--- src/include/pll_clamp_pkg.sv ---
// Constants, field layouts and types for the PLL option and clamp start block.
// Assumes an APB slave with 32-bit data and word-aligned registers.
package pll_clamp_pkg;

  // Register indices; byte address is four times the index
  localparam logic [7:0] IDX_PLL_LOCK_AND_PIN_OPTIONS = 8'h13;
  localparam logic [7:0] IDX_CLAMP_START_PIXEL_HIGH = 8'h14;
  localparam logic [7:0] IDX_CLAMP_START_PIXEL_LOW = 8'h15;
  localparam int ADDR_W = 12;
  localparam int IDX_LSB = 2;

  // Reset values
  localparam logic [7:0] RST_PLL_LOCK_AND_PIN_OPTIONS = 8'h04;
  localparam logic [4:0] RST_CLAMP_START_PIXEL_HIGH = 5'h00;
  localparam logic [7:0] RST_CLAMP_START_PIXEL_LOW = 8'h03;

  // Field widths
  localparam int START_HIGH_W = 5;
  localparam int START_W = 13;

  // Multi-function pin roles
  typedef enum logic [1:0] {
    ROLE_CLOCK_INVERT = 2'b00,
    ROLE_EXT_CLAMP = 2'b01,
    ROLE_EXT_COAST = 2'b10,
    ROLE_EXT_SAMPLE_CLOCK = 2'b11
  } pin_role_e;

  // Layout of the lock and pin option register, msb first
  typedef struct packed {
    logic crystal_out_disable;
    logic crystal_out_half;
    pin_role_e pin_role;
    logic pin_disable;
    logic reserved_bit;
    logic second_lock_leading;
    logic first_lock_leading;
  } pll_options_s;

  // Internal clamp generator states
  typedef enum logic [0:0] {
    CLAMP_IDLE = 1'b0,
    CLAMP_COUNT = 1'b1
  } clamp_state_e;

  // Wait for a clamp before a pending setting is forced through
  localparam int SETTLE_MS = 100;
  localparam int CLOCK_MHZ = 200;
  localparam longint SETTLE_CYCLES = longint'(SETTLE_MS) * 1000 * CLOCK_MHZ;
  localparam int SETTLE_W = 25;

endpackage

--- src/logic/pll_misc_clamp_start_config.sv ---
// Register bank and control logic for PLL lock edge, multi-function pin role,
// crystal clock output and clamp start position.
// Assumes an APB master on pclk; sync, pin, crystal and pixel inputs are synchronous to pclk.
//
// The APB interface to the registers was chosen for this implementation.
`timescale 1ns/1ps
`default_nettype none

module pll_misc_clamp_start_config #(
  parameter logic [pll_clamp_pkg::SETTLE_W-1:0] SETTLE_LIMIT =
    pll_clamp_pkg::SETTLE_W'(pll_clamp_pkg::SETTLE_CYCLES)
) (
  input wire logic pclk,
  input wire logic presetn,
  input wire logic psel,
  input wire logic penable,
  input wire logic pwrite,
  input wire logic [pll_clamp_pkg::ADDR_W-1:0] paddr,
  input wire logic [31:0] pwdata,
  output logic [31:0] prdata,
  output logic pready,
  output logic pslverr,
  input wire logic first_line_sync_input,
  input wire logic second_line_sync_input,
  input wire logic sync_source_select,
  input wire logic multi_function_input_pin,
  input wire logic crystal_clock_in,
  input wire logic pixel_tick,
  input wire logic dc_restore_enable,
  input wire logic auto_black_level_comp_enable,
  input wire logic gain_offset_written,
  output logic pll_lock_pulse,
  output logic sample_clock_invert,
  output logic external_coast,
  output logic external_sample_clock,
  output logic crystal_clock_output,
  output logic dc_restore_pulse,
  output logic black_level_start_pulse,
  output logic offset_update_pulse,
  output logic [pll_clamp_pkg::START_W-1:0] clamp_start_pixel
);

  // Notes for users of this block:
  // - Register writes take effect at the accepting edge; there are no
  //   wait states, so a host may issue transfers back to back.
  // - Read data is captured in the setup cycle so that prdata comes from
  //   a flop; a write and a read of the same word in adjacent transfers
  //   still see the new value, as the read setup follows the write edge.
  // - Unmapped or misaligned words answer with an error and read as zero.
  // - The clamp start count is two independent registers; software that
  //   changes both halves may see one line clamp at a mixed position.
  // - Sync edges are found by comparing with last cycle's sample, so a
  //   level already high when reset ends reads as a rising edge once.
  // - The crystal divider samples the crystal on pclk, which limits the
  //   crystal rate to below half the pclk rate.
  // - The settle timer is a plain counter; its limit is a parameter so a
  //   bench can shorten it without touching the logic.

  // Whole state of the block in one record
  typedef struct packed {
    pll_clamp_pkg::pll_options_s options;
    logic [pll_clamp_pkg::START_HIGH_W-1:0] start_high;
    logic [7:0] start_low;
    logic [31:0] rdata;
    logic first_sync_prev;
    logic second_sync_prev;
    logic pin_prev;
    logic crystal_prev;
    logic crystal_half;
    pll_clamp_pkg::clamp_state_e clamp_state;
    logic [pll_clamp_pkg::START_W-1:0] pixel_count;
    logic pending;
    logic [pll_clamp_pkg::SETTLE_W-1:0] settle_count;
    logic lock_pulse;
    logic invert;
    logic coast;
    logic ext_clock;
    logic crystal_out;
    logic restore_pulse;
    logic black_pulse;
    logic update_pulse;
  } state_s;

  // Register index from a byte address
  function automatic logic [7:0] reg_index(input logic [pll_clamp_pkg::ADDR_W-1:0] addr);
    reg_index = addr[pll_clamp_pkg::IDX_LSB +: 8];
  endfunction

  // True when the address names one of the three registers
  function automatic logic is_mapped(input logic [pll_clamp_pkg::ADDR_W-1:0] addr);
    logic [7:0] idx;
    idx = reg_index(addr);
    is_mapped = (addr[pll_clamp_pkg::IDX_LSB-1:0] == 2'h0) &&
      ((idx == pll_clamp_pkg::IDX_PLL_LOCK_AND_PIN_OPTIONS) ||
       (idx == pll_clamp_pkg::IDX_CLAMP_START_PIXEL_HIGH) ||
       (idx == pll_clamp_pkg::IDX_CLAMP_START_PIXEL_LOW));
  endfunction

  state_s cur_ff;
  state_s nxt_ff;

  logic setup_phase;
  logic access_phase;
  logic write_hit;
  logic [7:0] acc_idx;
  logic active_sync;
  logic active_prev;
  logic lock_leading;
  logic pin_value;
  logic sync_trailing;
  logic internal_clamp;
  logic external_clamp;
  logic clamp_event;
  logic settle_expired;
  logic [pll_clamp_pkg::START_W-1:0] start_value;

  // Zero wait states; every access completes in its first access cycle
  assign setup_phase = psel && !penable;
  assign access_phase = psel && penable;
  assign pready = 1'b1;
  assign pslverr = access_phase && !is_mapped(paddr);
  assign write_hit = access_phase && pwrite && is_mapped(paddr);
  assign acc_idx = reg_index(paddr);
  assign prdata = cur_ff.rdata;

  // Registered outputs
  assign pll_lock_pulse = cur_ff.lock_pulse;
  assign sample_clock_invert = cur_ff.invert;
  assign external_coast = cur_ff.coast;
  assign external_sample_clock = cur_ff.ext_clock;
  assign crystal_clock_output = cur_ff.crystal_out;
  assign dc_restore_pulse = cur_ff.restore_pulse;
  assign black_level_start_pulse = cur_ff.black_pulse;
  assign offset_update_pulse = cur_ff.update_pulse;
  assign clamp_start_pixel = start_value;

  // Start count spans the high and low registers
  assign start_value = {cur_ff.start_high, cur_ff.start_low};

  // Sync source in use and the edge the PLL locks on
  assign active_sync = sync_source_select ? second_line_sync_input : first_line_sync_input;
  assign active_prev = sync_source_select ? cur_ff.second_sync_prev : cur_ff.first_sync_prev;
  assign lock_leading = sync_source_select ? cur_ff.options.second_lock_leading
                                           : cur_ff.options.first_lock_leading;
  assign sync_trailing = active_prev && !active_sync;

  // Disabled pin reads as low whatever is on it
  assign pin_value = cur_ff.options.pin_disable ? 1'b0 : multi_function_input_pin;

  // Clamp from the pin only at its rising edge, else from the pixel counter
  assign external_clamp = (cur_ff.options.pin_role == pll_clamp_pkg::ROLE_EXT_CLAMP) &&
    pin_value && !cur_ff.pin_prev;
  assign internal_clamp = (cur_ff.options.pin_role != pll_clamp_pkg::ROLE_EXT_CLAMP) &&
    (cur_ff.clamp_state == pll_clamp_pkg::CLAMP_COUNT) && pixel_tick &&
    (cur_ff.pixel_count == start_value);
  assign clamp_event = external_clamp || internal_clamp;

  // Pending setting waited too long for a clamp; a clamp in the same
  // cycle takes precedence so only one update pulse is raised
  // Pending setting waited too long for a clamp
  assign settle_expired = cur_ff.pending && !clamp_event && (cur_ff.settle_count >= SETTLE_LIMIT);

  // Next state of the whole block
  always_comb begin
    nxt_ff = cur_ff;

    // Read data captured in the setup cycle so the access cycle shows a flop
    if (setup_phase) begin
      nxt_ff.rdata = 32'h0000_0000;
      case (acc_idx)
        pll_clamp_pkg::IDX_PLL_LOCK_AND_PIN_OPTIONS: nxt_ff.rdata[7:0] = cur_ff.options;
        pll_clamp_pkg::IDX_CLAMP_START_PIXEL_HIGH: nxt_ff.rdata[pll_clamp_pkg::START_HIGH_W-1:0] = cur_ff.start_high;
        pll_clamp_pkg::IDX_CLAMP_START_PIXEL_LOW: nxt_ff.rdata[7:0] = cur_ff.start_low;
        default: nxt_ff.rdata = 32'h0000_0000;
      endcase
      if (!is_mapped(paddr)) begin
        nxt_ff.rdata = 32'h0000_0000;
      end
    end

    // Register writes; reserved bit 2 is stored as written
    if (write_hit) begin
      case (acc_idx)
        pll_clamp_pkg::IDX_PLL_LOCK_AND_PIN_OPTIONS: nxt_ff.options = pwdata[7:0];
        pll_clamp_pkg::IDX_CLAMP_START_PIXEL_HIGH: nxt_ff.start_high = pwdata[pll_clamp_pkg::START_HIGH_W-1:0];
        pll_clamp_pkg::IDX_CLAMP_START_PIXEL_LOW: nxt_ff.start_low = pwdata[7:0];
        default: nxt_ff.start_low = cur_ff.start_low;
      endcase
    end

    // Edge history
    nxt_ff.first_sync_prev = first_line_sync_input;
    nxt_ff.second_sync_prev = second_line_sync_input;
    nxt_ff.pin_prev = pin_value;
    nxt_ff.crystal_prev = crystal_clock_in;

    // Lock on the rising edge when leading is chosen, else on the falling edge
    nxt_ff.lock_pulse = lock_leading ? (active_sync && !active_prev) : sync_trailing;

    // Pin role outputs; only the selected role ever sees the pin
    nxt_ff.invert = (cur_ff.options.pin_role == pll_clamp_pkg::ROLE_CLOCK_INVERT) && pin_value;
    nxt_ff.coast = (cur_ff.options.pin_role == pll_clamp_pkg::ROLE_EXT_COAST) && pin_value;
    nxt_ff.ext_clock = (cur_ff.options.pin_role == pll_clamp_pkg::ROLE_EXT_SAMPLE_CLOCK) && pin_value;

    // Crystal divider toggles on each rising crystal edge
    if (crystal_clock_in && !cur_ff.crystal_prev) begin
      nxt_ff.crystal_half = !cur_ff.crystal_half;
    end
    if (cur_ff.options.crystal_out_disable) begin
      nxt_ff.crystal_out = 1'b0;
    end else if (cur_ff.options.crystal_out_half) begin
      nxt_ff.crystal_out = cur_ff.crystal_half;
    end else begin
      nxt_ff.crystal_out = crystal_clock_in;
    end

    // Internal clamp counter restarts at every trailing sync edge
    case (cur_ff.clamp_state)
      pll_clamp_pkg::CLAMP_IDLE: begin
        if (sync_trailing) begin
          nxt_ff.clamp_state = pll_clamp_pkg::CLAMP_COUNT;
          nxt_ff.pixel_count = '0;
        end
      end
      pll_clamp_pkg::CLAMP_COUNT: begin
        if (sync_trailing) begin
          nxt_ff.pixel_count = '0;
        end else if (internal_clamp) begin
          nxt_ff.clamp_state = pll_clamp_pkg::CLAMP_IDLE;
        end else if (pixel_tick) begin
          nxt_ff.pixel_count = cur_ff.pixel_count + 1'b1;
        end
      end
      default: begin
        nxt_ff.clamp_state = pll_clamp_pkg::CLAMP_IDLE;
      end
    endcase

    // Clamp actions; offsets always follow the clamp
    nxt_ff.restore_pulse = clamp_event && dc_restore_enable;
    nxt_ff.black_pulse = clamp_event && auto_black_level_comp_enable;
    nxt_ff.update_pulse = clamp_event || settle_expired;

    // Pending setting; a new write in the clearing cycle keeps it pending
    if (gain_offset_written) begin
      nxt_ff.pending = 1'b1;
      nxt_ff.settle_count = '0;
    end else if (clamp_event || settle_expired) begin
      nxt_ff.pending = 1'b0;
      nxt_ff.settle_count = '0;
    end else if (cur_ff.pending) begin
      nxt_ff.settle_count = cur_ff.settle_count + 1'b1;
    end
  end

  // State register with reset defaults
  always_ff @(posedge pclk or negedge presetn) begin
    if (!presetn) begin
      cur_ff <= '0;
      cur_ff.options <= pll_clamp_pkg::RST_PLL_LOCK_AND_PIN_OPTIONS;
      cur_ff.start_high <= pll_clamp_pkg::RST_CLAMP_START_PIXEL_HIGH;
      cur_ff.start_low <= pll_clamp_pkg::RST_CLAMP_START_PIXEL_LOW;
      cur_ff.clamp_state <= pll_clamp_pkg::CLAMP_IDLE;
    end else begin
      cur_ff <= nxt_ff;
    end
  end

endmodule // pll_misc_clamp_start_config

`default_nettype wire

--- config.mk ---
export PLATFORM = sky130hd
export DESIGN_NAME = pll_misc_clamp_start_config
export DESIGN_NICKNAME = d
export VERILOG_FILES = /design/src/include/pll_clamp_pkg.sv /design/src/logic/pll_misc_clamp_start_config.sv
export SDC_FILE = /design/constraint.sdc
export NUM_CORES = 1
export LEC_CHECK = 0
export ABC_CLOCK_PERIOD_IN_PS = 1950
export BUFFER_PORTS_ARGS = -buffer_cell sky130_fd_sc_hd__buf_2
export CORE_ASPECT_RATIO = 0.5
export CORE_UTILIZATION = 45
export DETAILED_ROUTE_END_ITERATION = 8
export HOLD_SLACK_MARGIN = 0.05
export PLACE_DENSITY = 0.73
export SYNTH_ARGS = -nofsm -noshare
export SYNTH_HDL_FRONTEND = slang
export SYNTH_SLANG_ARGS = --single-unit
--- constraint.sdc ---
create_clock -name pclk -period 1.95 [get_ports pclk]
set_clock_uncertainty 0.05 [all_clocks]
set_input_delay 0.2925 -clock pclk [delete_from_list [all_inputs] [get_ports pclk]]
set_output_delay 0.2925 -clock pclk [all_outputs]
set_load 0.1 [all_outputs]
==> key figures, run 1 <==
Layout
  – Largest register FFs: 53
  – Biggest register: cur_ff
  – Nets@finish: 575
  – Fraction of layout cells with a size suffix above 1: 0.355
  – Antenna cells: 0
  – Design Area, Final: 5450 sq um
  – Fin cells: 636
  – Finished Core Util: 0.609
  – Area Overhead vs Synth: 28.1%

Setup path
  – Worst path max stage delay: 0.61 ns
  – Worst Setup SP: clamp_start_pixel[1]
  – Crit start category: flip-flop
  – FF-to-FF Start: clamp_start_pixel[1]
  – Req. time, crit path: 2.12 ns
  – Crit Path Category: flip-flop to flip-flop
  – Buf+Inv Stages, Crit Path: 1
  – Max Fanout on Critical Path: 10
  – CP max stage cell: or4_4
  – Largest delay share family, worst path: simple AND/OR/NAND/NOR gates
  – Arrival @ worst endpoint: 2.19 ns
  – Crit path cell chain: xnor2_2 -> nand4_1 -> or4_4 -> buf_4 -> nand2_8 -> or3_1 -> a21oi_1
  – Critical Path Sink Type: flip-flop

Detailed routing
  – Detail Route Antenna Nets: 0
  – DR WL/cell: 15.0 um
  – Detailed-route via count: 3301
  – First drt pass iteration count: 4
  – DRC errors left: 0
  – Routed WL: 9.55 mm
  – Vias per cell: 5.19
  – Iteration-0 DRC count of the detailed router: 172

Synth
  – Most frequent cell after synthesis: dfrtp_1
  – Post-synth top area cell: dfrtp_1
  – Post-synth ARST share: 1.00
  – Primary FF master, synth: dfrtp_1
  – Cell Area, Synth: 4250 sq um
  – Most instantiated cells after synthesis: dfrtp_1 (79), buf_4 (46), nor2_1 (38)
  – Post-synth EDFFs: 0
  – Post-synthesis sequential area ratio: 0.483
  – Ys Warns: 0
  – Synth top area share: 0.465
  – Seq cells post-synth: 82
  – Synth Instances: 415
  – Ranking of synthesized cells by area: dfrtp_1 (46%), buf_4 (8.1%), mux2_2 (5.8%), xnor2_1 (4.3%), xor2_1 (3.9%)
  – Avg Cell Area, Syn: 10.2 sq um
  – Netlist cell types: 45

Placed design
  – IO buf count: 61
  – Placed cell area: 4820 sq um
  – Placed Cells: 609
  – Dpl ws: -0.443 ns
  – Placer Congestion: 0.892
  – DP HPWL: 6.60 mm

CTS
  – Maximum root-to-sink buffer count: 2
  – Worst-path clk slew: 0.06 ns
  – Clk_lat worst skew: 0.33 ns
  – H-tree levels: 3
  – TritonCTS buffer count: 9
  – CTS Sinks: 82
  – Clock root cell: clkbuf_16
  – CTS tree: built

GRT
  – First-pass GRT wire length: 15.2 mm
  – Vias in the first global route: 3099
  – Initial antenna violation count: 0
  – Largest net degree at the start of global routing: 53
  – All-Layer GR Usage: 0.201
  – GR Overflow Total: 0

Floorplan
  – Rows: 24
  – Ports: 113
  – Die H: 70.7 um
  – Core area: 8950 sq um
  – Die width: 139 um
  – Initial core utilization: 0.475
  – Die area: 9870 sq um

Timing
  – Final Cycle Share: 1.04
  – Setup ws final: -0.0712 ns
  – Period minus WS final: 2.02 ns
  – Hold Violations, Final: 0
  – Slew Viols, Final: 0
  – F_max: 495 MHz
  – Setup TNS: -0.517 ns
  – # setup viols final: 14
  – RSZ-0062 raised after global routing: true

Min path
  – Worst hold-check path type: input port to flip-flop
  – Worst Hold Launch: dc_restore_enable

Status
  – Status: complete, but fails checks
  – Failing checks: setup timing

Pwr
  – Pleak: 2.58 nW
  – Peak VDD IR: 552 uV
  – Power Density: 921 nW/um^2

Run
  – Max-cap violations: 0
==> cell families (layout without fill, tap and decap cells) <==
group,after synthesis,after routing,synth area share
other,2,25,0.00177
AND/OR/NAND/NOR,148,153,0.186
adder cells (fa/ha/maj),3,3,0.00883
buffers and inverters,65,141,0.0997
flip-flops,82,82,0.483
AO/OA/AOI/OAI,51,51,0.0753
multiplexers,24,24,0.0630
XOR/XNOR,40,40,0.0824
==> metrics by stage <==
stage | total power, W | hold slack [ns]
global route | 0.00524 | 0.104
floorplan | 0.00274 | -0.0531
detailed placement | 0.00293 | 0.215
CTS | 0.00489 | 0.0997
finish | 0.00502 | 0.113
global placement | 0.00291 | 0.215
==> power by group <==
| part | internal (W) | total, W | switching [W] |
|---|---|---|---|
| Clock | 0.00122 | 0.00188 | 0.000654 |
| Sequential | 0.00180 | 0.00188 | 0.0000739 |
| Combinational | 0.000400 | 0.00126 | 0.000864 |
==> final cells by class <==
type,instances,area (sq um)
Multi-Input combinational cell,296,2070
Clock buffer,12,267
Clock inverter,4,72.6
Timing Repair Buffer,118,813
Sequential cell,82,2060
Tap cell,117,146
Fill cell,721,3500
Inverter,7,26.3
==> layer usage <==
metal	track usage	up-vias	wire length, um
met5	0	-	0
li1	-	1576	-
met1	0.268	1625	4550
met4	0.0605	0	67
met3	0.0508	5	471
met2	0.326	95	4470
==> timing repair <==
action,in CTS,in global routing
setup buffers,0,2
pin swaps,7,11
cloned,3,2
setup endpoints to repair,61,56
gates resized for setup,10,28
hold buffers,4,0
endpoints found under the hold margin,33,0
==> worst paths after layout <==
path / to / slack (ns) / cells past startpoint
min: dc_restore_pulse / 0.11 / 2
max in group asynchronous: clamp_start_pixel[0] / 0.80 / 3
max reg2reg: cur_ff[41] / -0.07 / 7
min in group asynchronous: cur_ff[15] / 0.39 / 2
max: cur_ff[41] / -0.07 / 7
min reg2reg: prdata[7] / 0.42 / 2
==> cell usage in the layout (no fill, tap or decap), drive strengths merged, types with 8 or more instances in the layout <==
| cell type | n |
|---|---|
| buf | 114 |
| dfrtp | 79 |
| nor2 | 39 |
| nand2 | 35 |
| conb | 25 |
| mux2 | 22 |
| xnor2 | 21 |
| xor2 | 19 |
| a21oi | 19 |
| nand3 | 16 |
| nand4 | 13 |
| clkbuf | 12 |
| o21ai | 12 |
| and3 | 8 |
==> worst reg2reg max path: stages, from the launching register on <==
cell	delay, ns
dfstp_2	0.55
xnor2_2	0.12
nand4_1	0.10
or4_4	0.61
buf_4	0.19
nand2_8	0.09
or3_1	0.12
a21oi_1	0.06
No activity file was read; power rests on OpenSTA's default activity.
==> run 2, diff against run 1 <==
Settings changed: SETUP_SLACK_MARGIN from default to 0.05.
==> run 2 against run 1 <==
  * Register-to-register slack improved by 0.05 ns
  * Worst setup slack improved by 0.043 ns
  * Sequential cell count did not move
  * Largest cell class unchanged
  * Die area is the same
  * Worst hold slack gained 0.015 ns
  * Sequential share of layout area is 0.55 points higher
  * Utilization down 0.87 points
  * The flow still finishes with violations (setup timing)
  * Critical path depth shrank 1
  * Maximum frequency rose by 2.2%
  * Power shrank 8.1%
==> key figures, run 2 (synthesis gave the netlist of run 1 again) <==
Layout
  – Finished Core Util: 0.600 (-0.00867)
  – Largest register FFs: 53 (unchanged)
  – Area Overhead vs Synth: 26.2%
  – Filler Cell Count: 717 (-0.55%)
  – Reg area: 2060 sq um (unchanged)
  – Nets@finish: 571 (-0.70%)
  – Most frequent cells in the layout: dfrtp_1 (79), buf_2 (58), buf_4 (47), nor2_1 (37), nand2_1 (31)
  – Biggest register: cur_ff
  – Fraction of layout cells with a size suffix above 1: 0.340 (-0.0147)
  – Antenna cells: 0 (unchanged)
  – Footprint of the multi-input gates: 2090 sq um (+0.97%)
  – Most common cell after layout, fill and taps aside: dfrtp_1

Timing
  – Slew Viols, Final: 0 (unchanged)
  – Hold Violations, Final: 0 (unchanged)
  – Final Cycle Share: 1.01 (-0.0221)
  – RSZ-0062 raised after global routing: true
  – Setup ws final: -0.0281 ns (+0.0430 ns)
  – F_max: 506 MHz (+2.2%)
  – Measured slew at the worst slew-check pin: 0.504 ns
  – Final hold slack: 0.128 ns (+0.0154 ns)
  – Period minus WS final: 1.98 ns (-0.0430 ns)
  – Worst relative slew slack: 0.664
  – # setup viols final: 10 (-4)

Setup path
  – Worst path max stage delay: 0.59 ns (-0.02 ns)
  – Crit start category: input port
  – Critical Path Sink Type: primary output
  – Req. time, crit path: 1.61 ns (-0.51 ns)
  – Buf+Inv Stages, Crit Path: 3 (+2)
  – Crit Path Category: input port to primary output
  – Arrival @ worst endpoint: 1.64 ns (-0.55 ns)
  – Largest delay share family, worst path: simple AND/OR/NAND/NOR gates
  – Max Fanout on Critical Path: 3 (-7)
  – CP max stage cell: or4_4
  – Crit path cell chain: buf_2 -> or4_4 -> nor4_4 -> buf_4 -> nor2_4 -> buf_12

Pwr
  – Peak VDD IR: 474 uV (-14%)
  – Power Density: 859 nW/um^2 (-6.8%)
  – Pleak: 2.56 nW (-0.72%)

Detailed routing
  – DRC errors left: 0 (unchanged)
  – Detail Route Antenna Nets: 0 (unchanged)
  – DR WL/cell: 15.5 um (+3.3%)
  – Iteration-0 DRC count of the detailed router: 170 (-1.2%)
  – Vias per cell: 5.16 (-0.59%)
  – First drt pass iteration count: 4 (unchanged)
  – Routed WL: 9.81 mm (+2.6%)
  – Detailed-route via count: 3261 (-1.2%)

Floorplan
  – Initial core utilization: 0.475 (unchanged)
  – Die width: 139 um (unchanged)
  – Ports: 113 (unchanged)
  – Rows: 24 (unchanged)
  – Core area: 8950 sq um (unchanged)
  – Die area: 9870 sq um (unchanged)
  – Die H: 70.7 um (unchanged)

Run
  – Max-cap violations: 0 (unchanged)

CTS
  – CTS tree: built
  – Clk_lat worst skew: 0.34 ns (about the same)
  – Setup bufs post-CTS: 0 (unchanged)
  – H-tree levels: 3 (unchanged)
  – CTS Sinks: 82 (unchanged)
  – TritonCTS buffer count: 9 (unchanged)
  – Clock root cell: clkbuf_16
  – Maximum root-to-sink buffer count: 2 (unchanged)
  – Worst-path clk slew: 0.06 ns (about the same)

GRT
  – All-Layer GR Usage: 0.201 (+0.000396)
  – Initial antenna violation count: 0 (unchanged)
  – First-pass GRT wire length: 15.2 mm (unchanged)
  – Vias in the first global route: 3118 (+0.61%)
  – Largest net degree at the start of global routing: 51 (-3.8%)
  – GR Overflow Total: 0 (unchanged)

Status
  – Status: complete, but fails checks
  – Failing checks: setup timing

Placed design
  – IO buf count: 61 (unchanged)
  – DP HPWL: 6.74 mm (+2.1%)
  – Placer Congestion: 0.850 (-4.7%)

Min path
  – Worst hold-check path type: input port to flip-flop
run 2: report_power, final:
part	internal (W)	total [W]	switching (W)
Combinational	0.000343	0.00114	0.000801
Clock	0.000926	0.00159	0.000666
Sequential	0.00180	0.00187	0.0000719
Total	0.00307	0.00461	0.00154
run 2: per-layer routing:
metal / vias up / global-route usage / routed length [um]
met1: 1595 / 0.265 / 4590
met3: 17 / 0.0616 / 482
met2: 88 / 0.326 / 4580
met5: - / 0 / 0
met4: 0 / 0.0519 / 155
li1: 1561 / - / -
run 2: cell type report:
cell class | instances | share of cell area
Sequential cell | 82 | 0.383
Tap cell | 117 | 0.0273
Multi-Input combinational cell | 294 | 0.388
Clock inverter | 3 | 0.00280
Clock buffer | 13 | 0.0485
Inverter | 7 | 0.00489
Timing Repair Buffer | 116 | 0.145
run 2: final timing paths:
path	cells past startpoint	endpoint	slack, ns	start
min in group asynchronous	2	cur_ff[21]	0.39	presetn
max in group asynchronous	3	clamp_start_pixel[0]	0.79	presetn
worst min register to register	2	cur_ff[47]	0.42	cur_ff[47]
worst max-delay path	6	pslverr	-0.03	paddr[5]
worst min-delay path	2	dc_restore_pulse	0.13	dc_restore_enable
worst max register to register	7	cur_ff[44]	-0.02	clamp_start_pixel[1]
run 2: timing repair:
action | 4_1_cts | 5_1_grt
resized for setup | 17 | 34
endpoints found under the setup margin | 64 | 63
pin swaps | 9 | 9
hold buffers | 4 | 0
gates cloned | 3 | 0
endpoints found under the hold margin | 34 | 0
run 2: per-stage QoR:
step                      setup TNS (ns)  instances  cell area [sq um]  total power (W)  setup WS, ns
after floorplan                    -8.02        438               4400          0.00275        -0.371
after global placement            -13.10        609               4810          0.00292        -0.351
after detailed placement          -16.92        609               4810          0.00293        -0.491
after CTS                              0        632               5220          0.00458        0.0310
after global routing               -1.77        632               5370          0.00480       -0.0859
final                             -0.118        632               5370          0.00461       -0.0281
